===== src/verilog/origin_defs.vh =====
// Constants for the origin reference tracker: register indices, field
// positions, reset values and trigger select codes.
// Assumes the includer addresses registers by word index (byte address / 4).
`ifndef ORIGIN_DEFS_VH
`define ORIGIN_DEFS_VH

// Register indices; byte address is four times the index
`define IDX_SETUP 6'h01
`define IDX_EVENTS 6'h0e
`define IDX_TOLERANCE 6'h1e
`define IDX_ORIGIN 6'h20
`define IDX_POSITION 6'h21
`define IDX_STATUS 6'h22

// Reference setup fields
`define SETUP_ARM 0
`define SETUP_SEL_LSB 4
`define SETUP_SEL_MSB 7
`define SETUP_LEFT_ORG 8
`define SETUP_RIGHT_ORG 9

// Event bits (cleared by reading)
`define EVT_CAPTURED 0
`define EVT_LEFT_STOP 1
`define EVT_RIGHT_STOP 2

// Status bits
`define STAT_MISMATCH 0
`define STAT_ARM 1
`define STAT_LEFT_PEND 2
`define STAT_RIGHT_PEND 3

// Reset values
`define SETUP_RST 32'h00000000
`define TOL_RST 32'h00000000
`define ORIGIN_RST 32'h00000000

// Origin trigger select codes
`define TRIG_INDEX 4'h0
`define TRIG_NEG_LOW 4'h3
`define TRIG_POS_LOW 4'hc
`define TRIG_HI_CENTRE 4'h6
`define TRIG_HI_LEFT 4'h2
`define TRIG_HI_RIGHT 4'h4
`define TRIG_LO_CENTRE 4'h9
`define TRIG_LO_RIGHT 4'hb
`define TRIG_LO_LEFT 4'hd

`endif


===== src/verilog/sync_bank.v =====
// Two-flop synchronisers for a group of asynchronous input levels.
// Assumes each input is a slow level; no pulse shorter than two clocks.
`timescale 1ns/1ps

module sync_bank #(
	parameter W = 4
) (
	input wire ref_clk, // System clock
	input wire reset, // Async reset, active high
	input wire [W-1:0] din, // Raw asynchronous levels
	output wire [W-1:0] dout // Synchronised levels
);

	reg [W-1:0] meta_q;
	reg [W-1:0] sync_q;

	// One pair of flops per bit; first stage feeds only the second
	genvar i;
	generate
		for (i = 0; i < W; i = i + 1) begin : g_bit
			always @(posedge ref_clk or posedge reset) begin
				if (reset) begin
					meta_q[i] <= 1'b0;
					sync_q[i] <= 1'b0;
				end else begin
					meta_q[i] <= din[i];
					sync_q[i] <= meta_q[i];
				end
			end
		end
	endgenerate

	assign dout = sync_q;

endmodule


===== src/verilog/origin_trigger.v =====
// Origin trigger decoder: turns synchronised switch and index levels into
// a one-cycle fire strike and the position to capture with it.
// Assumes inputs are already synchronised to ref_clk.
`include "origin_defs.vh"
`timescale 1ns/1ps

module origin_trigger (
	input wire ref_clk, // System clock
	input wire reset, // Async reset, active high
	input wire sw, // Synchronised homing switch level
	input wire idx, // Synchronised encoder index level
	input wire [3:0] sel, // Trigger select code
	input wire signed [31:0] pos, // Current position
	output reg fire, // Trigger seen this cycle
	output reg signed [31:0] fire_pos // Position to take as origin
);

	reg sw_q;
	reg idx_q;
	reg up_q;
	reg signed [31:0] pos_q;
	reg signed [31:0] entry_q;
	wire rise;
	wire fall;
	wire up;
	wire hi_zone;
	wire enter;
	wire leave;
	wire signed [32:0] mid_sum;

	assign rise = sw & ~sw_q;
	assign fall = ~sw & sw_q;
	// Direction from the position step; holds last direction while standing
	assign up = (pos > pos_q) ? 1'b1 : ((pos < pos_q) ? 1'b0 : up_q);
	assign hi_zone = (sel == `TRIG_HI_CENTRE) | (sel == `TRIG_HI_LEFT) |
		(sel == `TRIG_HI_RIGHT);
	assign enter = hi_zone ? rise : fall;
	assign leave = hi_zone ? fall : rise;
	assign mid_sum = {entry_q[31], entry_q} + {pos[31], pos};

	// History of levels and position; zone entry point for centre codes
	always @(posedge ref_clk or posedge reset) begin
		if (reset) begin
			sw_q <= 1'b0;
			idx_q <= 1'b0;
			up_q <= 1'b1;
			pos_q <= 32'sh00000000;
			entry_q <= 32'sh00000000;
		end else begin
			sw_q <= sw;
			idx_q <= idx;
			up_q <= up;
			pos_q <= pos;
			if (enter) begin
				entry_q <= pos;
			end
		end
	end

	// Decode per select code; the centre is the mean of entry and exit
	always @* begin
		fire = 1'b0;
		fire_pos = pos;
		case (sel)
			`TRIG_INDEX: fire = idx & ~idx_q;
			`TRIG_NEG_LOW, `TRIG_POS_LOW: fire = rise | fall;
			`TRIG_HI_CENTRE, `TRIG_LO_CENTRE: begin
				fire = leave;
				fire_pos = mid_sum[32:1];
			end
			`TRIG_HI_LEFT, `TRIG_LO_LEFT: fire = (enter & up) | (leave & ~up);
			`TRIG_HI_RIGHT, `TRIG_LO_RIGHT: fire = (enter & ~up) | (leave & up);
			default: fire = 1'b0;
		endcase
	end

endmodule


===== src/verilog/origin_reference_tracker.v =====
// Origin reference tracker: origin search, capture, switch monitoring
// and limit-as-origin stop events, with an APB register slave.
// Assumes current_position comes from the ramp on ref_clk; switch,
// limit and index inputs are asynchronous; limit and index active high, switch polarity per select code.
`include "origin_defs.vh"
`timescale 1ns/1ps

module origin_reference_tracker (
	input wire ref_clk, // System clock, 250 MHz
	input wire reset, // Async reset, active high
	input wire psel, // APB select
	input wire penable, // APB enable
	input wire pwrite, // APB direction, 1 = write
	input wire [7:0] paddr, // APB byte address
	input wire [31:0] pwdata, // APB write data
	output reg [31:0] prdata, // APB read data
	output reg pready, // APB ready
	output reg pslverr, // APB error on unmapped address
	input wire signed [31:0] current_position, // Ramp position, microsteps
	input wire homing_switch_input, // Homing switch level
	input wire left_limit_input, // Left limit switch, active high
	input wire right_limit_input, // Right limit switch, active high
	input wire encoder_index_channel, // Encoder index level
	output reg origin_mismatch_flag, // Switch level disagrees with origin
	output reg origin_captured_event, // Latched capture event
	output reg left_stop_event, // Latched left stop event
	output reg right_stop_event // Latched right stop event
);

	// Synchronised inputs
	wire [3:0] raw_in;
	wire [3:0] sync_in;
	wire sw_s;
	wire left_s;
	wire right_s;
	wire idx_s;

	// Configuration and state
	reg arm_q;
	reg [3:0] sel_q;
	reg left_org_q;
	reg right_org_q;
	reg [31:0] tol_q;
	reg signed [31:0] origin_q;
	reg cap_done_q;
	reg left_q;
	reg right_q;
	reg left_pend_q;
	reg right_pend_q;
	reg [31:0] rd_snap_q;

	// Derived signals
	wire home_sw;
	wire fire;
	wire signed [31:0] fire_pos;
	wire capture;
	wire signed [33:0] pos_x;
	wire signed [33:0] band_lo;
	wire signed [33:0] band_hi;
	wire below;
	wire above;
	wire in_band;
	wire left_hit;
	wire right_hit;
	wire [5:0] idx;
	wire aligned;
	wire setup_ph;
	wire done;
	wire wr;
	wire rd_events;
	reg known;
	reg check;
	reg expect_lvl;
	reg mapped;
	reg [31:0] rd_val;
	reg [2:0] evt_d;

	// Two-flop synchronisers ahead of every edge and level check
	assign raw_in = {encoder_index_channel, right_limit_input, left_limit_input,
		homing_switch_input};

	sync_bank #(
		.W(4)
	) u_sync (
		.ref_clk(ref_clk),
		.reset(reset),
		.din(raw_in),
		.dout(sync_in)
	);

	assign sw_s = sync_in[0];
	assign left_s = sync_in[1];
	assign right_s = sync_in[2];
	assign idx_s = sync_in[3];

	// Either limit may stand in for the homing switch; left takes priority
	assign home_sw = left_org_q ? left_s : (right_org_q ? right_s : sw_s);

	origin_trigger u_trig (
		.ref_clk(ref_clk),
		.reset(reset),
		.sw(home_sw),
		.idx(idx_s),
		.sel(sel_q),
		.pos(current_position),
		.fire(fire),
		.fire_pos(fire_pos)
	);

	// Only the first trigger after arming counts
	assign capture = fire & arm_q & ~cap_done_q;

	// Tolerance band in 34 bits so neither bound wraps
	assign pos_x = {{2{current_position[31]}}, current_position};
	assign band_lo = {{2{origin_q[31]}}, origin_q} - {2'b00, tol_q};
	assign band_hi = {{2{origin_q[31]}}, origin_q} + {2'b00, tol_q};
	assign below = pos_x < band_lo;
	assign above = pos_x > band_hi;
	assign in_band = ~below & ~above;

	// Expected switch level outside the band, per select code
	always @* begin
		known = 1'b1;
		expect_lvl = 1'b0;
		case (sel_q)
			`TRIG_NEG_LOW: expect_lvl = above;
			`TRIG_POS_LOW: expect_lvl = below;
			`TRIG_HI_CENTRE, `TRIG_HI_LEFT, `TRIG_HI_RIGHT: expect_lvl = 1'b0;
			`TRIG_LO_CENTRE, `TRIG_LO_LEFT, `TRIG_LO_RIGHT: expect_lvl = 1'b1;
			`TRIG_INDEX: known = 1'b0;
			default: known = 1'b0;
		endcase
		check = known & ~in_band;
	end

	// Limit activation; when that limit is the origin, activation followed by entry into the band
	assign left_hit = left_org_q ? (left_pend_q & in_band) : (left_s & ~left_q);
	assign right_hit = right_org_q ? (right_pend_q & in_band) : (right_s & ~right_q);

	// APB decode; one wait-free access phase follows each setup
	assign idx = paddr[7:2];
	assign aligned = (paddr[1:0] == 2'b00);
	assign setup_ph = psel & ~penable;
	assign done = psel & penable & pready;
	assign wr = done & pwrite & ~pslverr;
	assign rd_events = done & ~pwrite & ~pslverr & (idx == `IDX_EVENTS);

	// Read mux, also the map of valid addresses
	always @* begin
		mapped = aligned;
		rd_val = 32'h00000000;
		case (idx)
			`IDX_SETUP: begin
				rd_val[`SETUP_ARM] = arm_q;
				rd_val[`SETUP_SEL_MSB:`SETUP_SEL_LSB] = sel_q;
				rd_val[`SETUP_LEFT_ORG] = left_org_q;
				rd_val[`SETUP_RIGHT_ORG] = right_org_q;
			end
			`IDX_EVENTS: begin
				rd_val[`EVT_CAPTURED] = origin_captured_event;
				rd_val[`EVT_LEFT_STOP] = left_stop_event;
				rd_val[`EVT_RIGHT_STOP] = right_stop_event;
			end
			`IDX_TOLERANCE: rd_val = tol_q;
			`IDX_ORIGIN: rd_val = origin_q;
			`IDX_POSITION: rd_val = current_position;
			`IDX_STATUS: begin
				rd_val[`STAT_MISMATCH] = origin_mismatch_flag;
				rd_val[`STAT_ARM] = arm_q;
				rd_val[`STAT_LEFT_PEND] = left_pend_q;
				rd_val[`STAT_RIGHT_PEND] = right_pend_q;
			end
			default: mapped = 1'b0;
		endcase
		if (!mapped) begin
			rd_val = 32'h00000000;
		end
	end

	// Bus answer registered in the setup cycle, ready in the first access cycle
	always @(posedge ref_clk or posedge reset) begin
		if (reset) begin
			pready <= 1'b0;
			pslverr <= 1'b0;
			prdata <= 32'h00000000;
			rd_snap_q <= 32'h00000000;
		end else begin
			pready <= setup_ph;
			if (setup_ph) begin
				pslverr <= ~mapped;
				prdata <= pwrite ? 32'h00000000 : rd_val;
				rd_snap_q <= rd_val;
			end else if (done) begin
				pslverr <= 1'b0;
			end
		end
	end

	// Events: clear only what the read showed, so a new set is never lost
	always @* begin
		evt_d = {right_stop_event, left_stop_event, origin_captured_event};
		if (rd_events) begin
			evt_d = evt_d & ~rd_snap_q[2:0];
		end
		evt_d = evt_d | {right_hit, left_hit, capture};
	end

	always @(posedge ref_clk or posedge reset) begin
		if (reset) begin
			origin_captured_event <= 1'b0;
			left_stop_event <= 1'b0;
			right_stop_event <= 1'b0;
		end else begin
			origin_captured_event <= evt_d[`EVT_CAPTURED];
			left_stop_event <= evt_d[`EVT_LEFT_STOP];
			right_stop_event <= evt_d[`EVT_RIGHT_STOP];
		end
	end

	// Setup and tolerance registers; arm self-clears after capture is acked
	always @(posedge ref_clk or posedge reset) begin
		if (reset) begin
			arm_q <= 1'b0;
			sel_q <= 4'h0;
			left_org_q <= 1'b0;
			right_org_q <= 1'b0;
			tol_q <= `TOL_RST;
			cap_done_q <= 1'b0;
		end else begin
			if (wr && idx == `IDX_SETUP) begin
				// A software write wins over the automatic clear
				arm_q <= pwdata[`SETUP_ARM];
				sel_q <= pwdata[`SETUP_SEL_MSB:`SETUP_SEL_LSB];
				left_org_q <= pwdata[`SETUP_LEFT_ORG];
				right_org_q <= pwdata[`SETUP_RIGHT_ORG];
				cap_done_q <= 1'b0;
			end else if (cap_done_q && !origin_captured_event) begin
				arm_q <= 1'b0;
				cap_done_q <= 1'b0;
			end else if (capture) begin
				cap_done_q <= 1'b1;
			end
			if (wr && idx == `IDX_TOLERANCE) begin
				tol_q <= pwdata;
			end
		end
	end

	// Origin: hardware capture, or software write which takes precedence
	always @(posedge ref_clk or posedge reset) begin
		if (reset) begin
			origin_q <= `ORIGIN_RST;
		end else if (wr && idx == `IDX_ORIGIN) begin
			origin_q <= pwdata;
		end else if (capture) begin
			origin_q <= fire_pos;
		end
	end

	// Limit pending flags: armed by activation, spent on band entry
	always @(posedge ref_clk or posedge reset) begin
		if (reset) begin
			left_q <= 1'b0;
			right_q <= 1'b0;
			left_pend_q <= 1'b0;
			right_pend_q <= 1'b0;
		end else begin
			left_q <= left_s;
			right_q <= right_s;
			if (!left_org_q || !left_s || in_band) begin
				left_pend_q <= 1'b0;
			end else if (!left_q) begin
				left_pend_q <= 1'b1;
			end
			if (!right_org_q || !right_s || in_band) begin
				right_pend_q <= 1'b0;
			end else if (!right_q) begin
				right_pend_q <= 1'b1;
			end
		end
	end

	// Mismatch is a live level, held low outside checkable codes
	always @(posedge ref_clk or posedge reset) begin
		if (reset) begin
			origin_mismatch_flag <= 1'b0;
		end else begin
			origin_mismatch_flag <= check & (home_sw != expect_lvl);
		end
	end

endmodule


===== config.mk =====
export PLATFORM = sky130hd
export DESIGN_NAME = origin_reference_tracker
export DESIGN_NICKNAME = d
export VERILOG_FILES = /design/src/verilog/sync_bank.v /design/src/verilog/origin_trigger.v /design/src/verilog/origin_reference_tracker.v
export VERILOG_INCLUDE_DIRS = /design/src /design/src/verilog
export SDC_FILE = /design/constraint.sdc
export NUM_CORES = 1
export LEC_CHECK = 0
export BUFFER_PORTS_ARGS = -buffer_cell sky130_fd_sc_hd__buf_2
export CAP_MARGIN = 10
export CORE_ASPECT_RATIO = 0.75
export CORE_MARGIN = 8
export CORE_UTILIZATION = 35
export CTS_CLUSTER_DIAMETER = 120
export DETAILED_ROUTE_END_ITERATION = 8
export PLACE_DENSITY = 0.55
export SYNTH_ARGS = -nofsm -noshare
export SYNTH_HDL_FRONTEND = slang
export SYNTH_HIERARCHICAL = 1
export SYNTH_SLANG_ARGS = --single-unit

===== constraint.sdc =====
create_clock -name ref_clk -period 5.2 [get_ports ref_clk]
set_input_delay 0.52 -clock ref_clk [delete_from_list [all_inputs] [get_ports ref_clk]]
set_output_delay 0.52 -clock ref_clk [all_outputs]
set_load 0.02 [all_outputs]

==> impl_results.md, run 1 <==
- Outcome: complete, no violations
- Number of antenna diodes: 0
- Final setup fails: 0
- Number of global-route vias before repair: 13300
- Core Footprint: 44400 µm²
- Placed insts: 2457
- Reg-to-reg endpoint: origin_mismatch_flag$_DFF_PP0_
- Die height: around 200 µm
- GRT overflow: 0
- Post-synth top area cell: dfrtp_1
- TritonCTS Buffers: 17
- Fillers: roughly 4500
- Non-Filler Instances: approximately 2500
- Cell count after synthesis: 1788
- Initial Util: 0.353
- Final Cycle Share: 0.951
- Max transition margin: 0.319
- Layout Cell Area excl Fill: 17800 µm²
- Detail Placement HPWL: 40300 µm
- CTS tree: done
- Count leader, synth: ha_1
- Initial DRC count: 1172
- Synth cell count leaders: ha_1 (197), dfrtp_1 (191), nand2_1 (164)
- Final hold slack: 158 ps
- Gpl congestion: 0.948
- Post-Syn Area: between 15000 and 20000 µm²
- R2R Path Start: tol_q[0]$_DFFE_PP0P_
- Syn Nets: just over 2000
- Sequential share of the synthesized area: 0.307
- Power density over the cells: approximately 270 nW/µm²
- Worst setup EP type: register
- Maximum fanout along the worst path: 5
- HP Start: homing_switch_input
- Hold Crit Depth: 1
- I/O Pins: 119
- Worst Hold End: u_sync/meta_q[0]$_DFF_PP0_
- Netlist cell types: 79
- Crit path time final: 4950 ps
- Peak supply drop: between 200 and 300 µV
- Clock tree buffer depth: 2
- Reg2reg path depth: 24
- Post-synth ARST share: 1.00
- Clock skew: 14.3 ps
- Hold Vio Cnt, Final: 0
- Vias: 13800
- Final wirelength: 51400 µm
- Pre-CTS WS: about 160 ps
- Max frequency: 202 MHz
- Initial antenna violation count: 0
- Overall routing resource usage: 0.198
- Post-route ant nets: 0
- Max-cap violations: 0
- Number of synthesized register bits: 192
- Final WS setup: between 200 and 300 ps
- Vias per cell: 5.54
- Area grow syn2layout: 13.5%
- Worst hold path class: in -> reg
- # DRC: 0
- Row cnt: 67
- CTS sink cnt: approximately 190
- Synthesis Warnings: 6
- R2R Setup Slk: between 200 and 300 ps
- Drt pass-1 iters: 6
- CP max stage delay: 430 ps
- Synth top area share: 0.305
- Drt wl/cell: 20.6 µm
- Die width: 260 µm
- WP data arrival: 5330 ps
- Layout cells sized above 1: 0.148
- Htree depth: 4
- CTS clk-pin slew, worst paths: 80 ps
- Worst skew pair latency: 470 ps
- Die ar.: 51900 µm²
- Worst slew pin tran: 1020 ps
- Top cell by count, worst path: buf_4
- Main area contributors after synthesis: dfrtp_1 (31%), ha_1 (16%), a21oi_1 (4.7%)
- Syn Area/Cell: 8.76 µm²
- CP Class: reg -> reg
- CP Data Required Time: 5580 ps
- Global-route wire length before repair: around 79000 µm
- Main flop type after synthesis: dfrtp_1
- IO buf count: 118
- Fin nets: 2177
- Slowest cell on the critical path: or4_1
- Cell chain of the critical path: ha_2 > inv_1 > fa_1 > nor2_2 > o311a_1 > o211ai_1 > buf_4 > a2111oi_4 > nor4_2 > o41ai_2 > buf_4 > a31oi_4 > or4_1 > nand3_1 > ha_1 > nand4_1 > nor2_2 > nand2_1 > a2bb2oi_1 > o211a_1 > mux2i_2 > nor2_1 > buf_4 > a211oi_1
- Largest net degree at the start of global routing: 68
- Root buffer cell: clkbuf_16
- Leakage: between 8 and 9 nW
- Critical path launch point type: register
- EDFF count, synth: 0
- Post-DP Area: 17000 µm²
- Max-slew violation count: 0
==> cell type report <==
cell class / count / area, µm² / share of cell area
well taps: 586 / 733 / 0.0412
inverters: 133 / 502 / 0.0282
clock buffers: 19 / 443 / 0.0249
clock inverters: 13 / 154 / 0.00865
repair buffers: 167 / 973 / 0.0547
multi-input cells: 1385 / 10200 / 0.572
flip-flops and latches: 192 / 4810 / 0.270
==> placed cells by master (no fill, tap or decap), types with 5 or more instances in the layout <==
cell type	count
o22ai_1	30
inv_1	130
nor2b_1	14
or3_1	13
mux2i_1	63
nor3b_1	9
a31oi_1	9
xnor2_1	60
xor2_1	21
nand4_1	23
and3_1	10
nand2_1	163
o21ai_0	121
dfrtp_1	191
nor4_1	5
nand2b_1	23
a21oi_1	146
o21a_1	20
a22o_1	30
nor2_1	119
o211ai_1	13
a221oi_1	6
mux2_2	39
buf_2	118
a21o_1	31
a222oi_1	7
o31ai_1	11
nor3_1	25
clkbuf_16	17
o21ai_1	5
and4_1	6
a211oi_1	14
a211o_1	10
buf_4	47
ha_1	194
o21bai_1	13
nand3_1	24
or4_1	6
==> worst max-delay path: cells and delay by family, from the launching register on <==
kind | cells | cell delay [ps]
DFF | 1 | 410
AOI/OAI and AO/OA | 8 | 1670
muxes | 1 | 240
buffers and inverters | 4 | 580
and+or+nand+nor | 8 | 1090
adders and majority gates | 3 | 850
==> per-layer routing <==
metal  up-vias  track usage  part of all wire
met5         -            0                 0
met4         0       0.0471             0.014
met3        39       0.0558             0.077
met2       402        0.267              0.39
met1      6703        0.302              0.51
li1       6673            -                 -
==> logic make-up (layout without fill, tap and decap cells) <==
| group | Yosys count | count (layout) | synth area share |
|---|---|---|---|
| flip-flops | 192 | 192 | 0.307 |
| AO/OA/AOI/OAI | 519 | 519 | 0.213 |
| adder cells (fa/ha/maj) | 200 | 200 | 0.161 |
| AND/OR/NAND/NOR | 481 | 481 | 0.151 |
| XOR/XNOR | 81 | 81 | 0.0453 |
| multiplexers | 104 | 104 | 0.0696 |
| buffers and inverters | 211 | 332 | 0.0533 |
==> metrics by stage <==
stage	total power, mW	utilization	setup TNS, ps
after floorplan	2.88	-	0
after global placement	3.35	0.383	0
after detailed placement	3.37	0.383	0
after CTS	4.78	0.397	0
after global routing	5.12	0.400	-27.6
final	4.83	0.400	0
==> worst max-delay path by stage <==
stage                            startpoint                             end  slack (ps)  cells after the start
floorplan           origin_q[0]$_DFFE_PP0P_  origin_mismatch_flag$_DFF_PP0_         500                     22
global placement       tol_q[1]$_DFFE_PP0P_  origin_mismatch_flag$_DFF_PP0_         270                     21
detailed placement     tol_q[1]$_DFFE_PP0P_  origin_mismatch_flag$_DFF_PP0_         160                     21
CTS                    tol_q[1]$_DFFE_PP0P_  origin_mismatch_flag$_DFF_PP0_         150                     21
global route        origin_q[0]$_DFFE_PP0P_  origin_mismatch_flag$_DFF_PP0_         -30                     24
finish                 tol_q[0]$_DFFE_PP0P_  origin_mismatch_flag$_DFF_PP0_         250                     24
==> registers in the layout, summed over array words and instances (netlist names), 4 cells and up <==
signal / cells
origin_q: 32
prdata: 32
tol_q: 32
u_trig/entry_q: 32
u_trig/pos_q: 32
sel_q: 4
u_sync/dout: 4
u_sync/meta_q: 4
==> what timing repair did <==
| item | CTS | global route |
|---|---|---|
| endpoints found under the hold margin | 10 | 0 |
| gates resized for setup | 0 | 26 |
| endpoints found under the setup margin | 0 | 5 |
| hold buffers | 1 | 0 |
| buffers inserted | 0 | 5 |
==> power breakdown <==
group          total (mW)  internal (mW)  switching (mW)
Clock                1.38          0.732           0.649
Sequential           1.62           1.57          0.0525
Combinational        1.82          0.791            1.03
Total                4.83           3.09            1.74
Power figures use the tool's default switching activity.
==> run 2: changes to the inputs <==
--- a/config.mk
+++ b/config.mk
@@ -10,10 +10,10 @@
 export CAP_MARGIN = 10
 export CORE_ASPECT_RATIO = 0.75
 export CORE_MARGIN = 8
-export CORE_UTILIZATION = 35
+export CORE_UTILIZATION = 26
 export CTS_CLUSTER_DIAMETER = 120
 export DETAILED_ROUTE_END_ITERATION = 8
-export PLACE_DENSITY = 0.55
+export PLACE_DENSITY = 0.45
 export SYNTH_ARGS = -nofsm -noshare
 export SYNTH_HDL_FRONTEND = slang
 export SYNTH_HIERARCHICAL = 1
==> constraint.sdc (replaced) <==
create_clock -name ref_clk -period 5.6 [get_ports ref_clk]
set_input_delay 0.56 -clock ref_clk [delete_from_list [all_inputs] [get_ports ref_clk]]
set_output_delay 0.56 -clock ref_clk [all_outputs]
set_load 0.02 [all_outputs]
==> run 2 against run 1 <==
  * Global-route usage down 4.1 points
  * Cell count up 7.9%
  * Sequential cell count unchanged
  * Worst setup slack better by 110 ps
  * Combinational power down 11%
  * Sequential power down 7%
==> impl_results.md, run 2 (same netlist as run 1, synthesis figures left out) <==
- Power density over the cells: about 250 nW/µm²
- I/O Pins: 119
- Max frequency: around 190 MHz
- Global-route wire length before repair: approximately 84000 µm
- Overall routing resource usage: 0.157
- Peak supply drop: 258 µV
- CP Class: reg -> reg
- Non-Filler Instances: 2692
- CTS clk-pin slew, worst paths: 80 ps
- Post-route ant nets: 0
- Layout cells sized above 1: 0.133
- Detail Placement HPWL: 42800 µm
- Cell chain of the critical path: inv_1 > ha_1 > or4_1 > nor4b_2 > and4_1 > a22oi_1 > and3_1 > a221o_1 > o211ai_1 > o221ai_1 > xnor2_1 > ha_1 > nand4_1 > nor2_2 > nand4_1 > o211a_1 > mux2i_1 > nor2_1 > buf_4 > a211oi_1
- Register area: between 4000 and 5000 µm²
- Area occupied by multi-input gates: 10100 µm²
- Row cnt: 78
- Max transition margin: 0.319
- Die width: 299 µm
- Number of antenna diodes: 0
- Drt pass-1 iters: 6
- Final Cycle Share: 0.935
- Root buffer cell: clkbuf_16
- CP Data Required Time: 5990 ps
- Critical path launch point type: register
- Leakage: ~8.6 nW
- Initial antenna violation count: 0
- Fin nets: 2160
- Maximum fanout along the worst path: 8
- Fillers: 6390
- Placed insts: ~2700
- Worst slew pin tran: a little over 1000 ps
- Die ar.: between 60000 and 70000 µm²
- Gpl congestion: between 0.8 and 0.9
- WP data arrival: 5630 ps
- # DRC: 0
- Final wirelength: roughly 54000 µm
- Pre-CTS WS: 299 ps
- CP bufs+invs: 2
- Number of global-route vias before repair: between 10000 and 15000
- Clock tree buffer depth: 2
- Drt wl/cell: 20.1 µm
- Clock skew: 13.2 ps
- CTS sink cnt: 192
- Max-slew violation count: 0
- TritonCTS Buffers: 17
- Worst setup EP type: register
- Area grow syn2layout: 13.8%
- Most frequent cells in the layout: ha_1 (195), dfrtp_1 (191), nand2_1 (163)
- Vias per cell: 5.10
- Setup bufs post-CTS: 0
- CP max stage delay: 630 ps
- Slowest cell on the critical path: or4_1
- GRT overflow: 0
- Crit. path cell count: 20
- Reg2reg path depth: 20
- Initial Util: 0.261
- Die height: 229 µm
- Fin util: 0.297
- CTS tree: done
- Final setup fails: 0
- Max-cap violations: 0
- Worst hold path class: in -> async
- Core Footprint: roughly 60000 µm²
- Htree depth: 4
- Hold Vio Cnt, Final: 0
- Final WS setup: roughly 360 ps
- Vias: 13700
- Hold Buf Count CTS: 0
- CP delay by family, top: simple AND/OR/NAND/NOR gates
- Crit path time final: 5240 ps
- Initial DRC count: 1026
- IO buf count: approximately 120
- Worst skew pair latency: 490 ps
- Commonest non-fill, non-tap cell in the layout: ha_1
- Outcome: complete, no violations
- Largest net degree at the start of global routing: 68
run 2: cell types whose count changed in the layout (fill, tap and decap cells not counted), sizes merged:
cell | before | now
buf | 166 | 150
inv | 136 | 140
clkinvlp | 3 | 0
clkbuf | 19 | 17
clkinv | 5 | 7
bufinv | 2 | 1
dlygate4sd3 | 1 | 0
run 2: final timing paths:
check | from | to | slack (ps)
max in group asynchronous | reset | origin_q[20]$_DFFE_PP0P_ | 4410
min | reset | u_sync/dout[0]$_DFF_PP0_ | 80
max reg2reg | tol_q[24]$_DFFE_PP0P_ | origin_mismatch_flag$_DFF_PP0_ | 360
min reg2reg | u_sync/meta_q[3]$_DFF_PP0_ | u_sync/dout[3]$_DFF_PP0_ | 350
max | tol_q[24]$_DFFE_PP0P_ | origin_mismatch_flag$_DFF_PP0_ | 360
min in group ref_clk | left_limit_input | u_sync/meta_q[1]$_DFF_PP0_ | 170
run 2: layout make-up:
type | count | share of cell area
multi-input cells | 1385 | 0.566
clock inverters | 15 | 0.00941
well taps | 800 | 0.0562
inverters | 133 | 0.0282
flip-flops and latches | 192 | 0.270
repair buffers | 150 | 0.0466
clock buffers | 17 | 0.0239
run 2: power breakdown:
part,leakage (nW),switching [mW],total [mW],internal (mW)
sequential,2.33,0.0509,1.51,1.46
combinational,5.96,0.934,1.62,0.687
clock,0.294,0.648,1.28,0.635
total,8.59,1.63,4.41,2.78
run 2: stage by stage:
stage | power (mW) | setup TNS [ps] | hold slack, ps | cell area (µm²)
5_1_grt | 4.71 | -8.79 | 80.3 | 17800
2_1_floorplan | 2.67 | 0 | 331 | 15700
3_3_place_gp | 3.11 | 0 | 335 | 17200
4_1_cts | 4.45 | 0 | 37.3 | 17800
3_5_place_dp | 3.12 | 0 | 339 | 17200
6_report | 4.41 | 0 | 78.7 | 17800
run 2: what timing repair did:
| action | CTS | global route |
|---|---|---|
| setup endpoints to repair | 0 | 5 |
| hold endpoints to repair | 0 | 0 |
| gates resized for setup | 0 | 8 |
run 2: layer usage:
layer	share of wire	vias to the layer above	GRT usage
li1	-	6640	-
met4	0.0076	0	0.0305
met1	0.54	6742	0.246
met2	0.40	327	0.219
met5	0	-	0
met3	0.047	20	0.0264
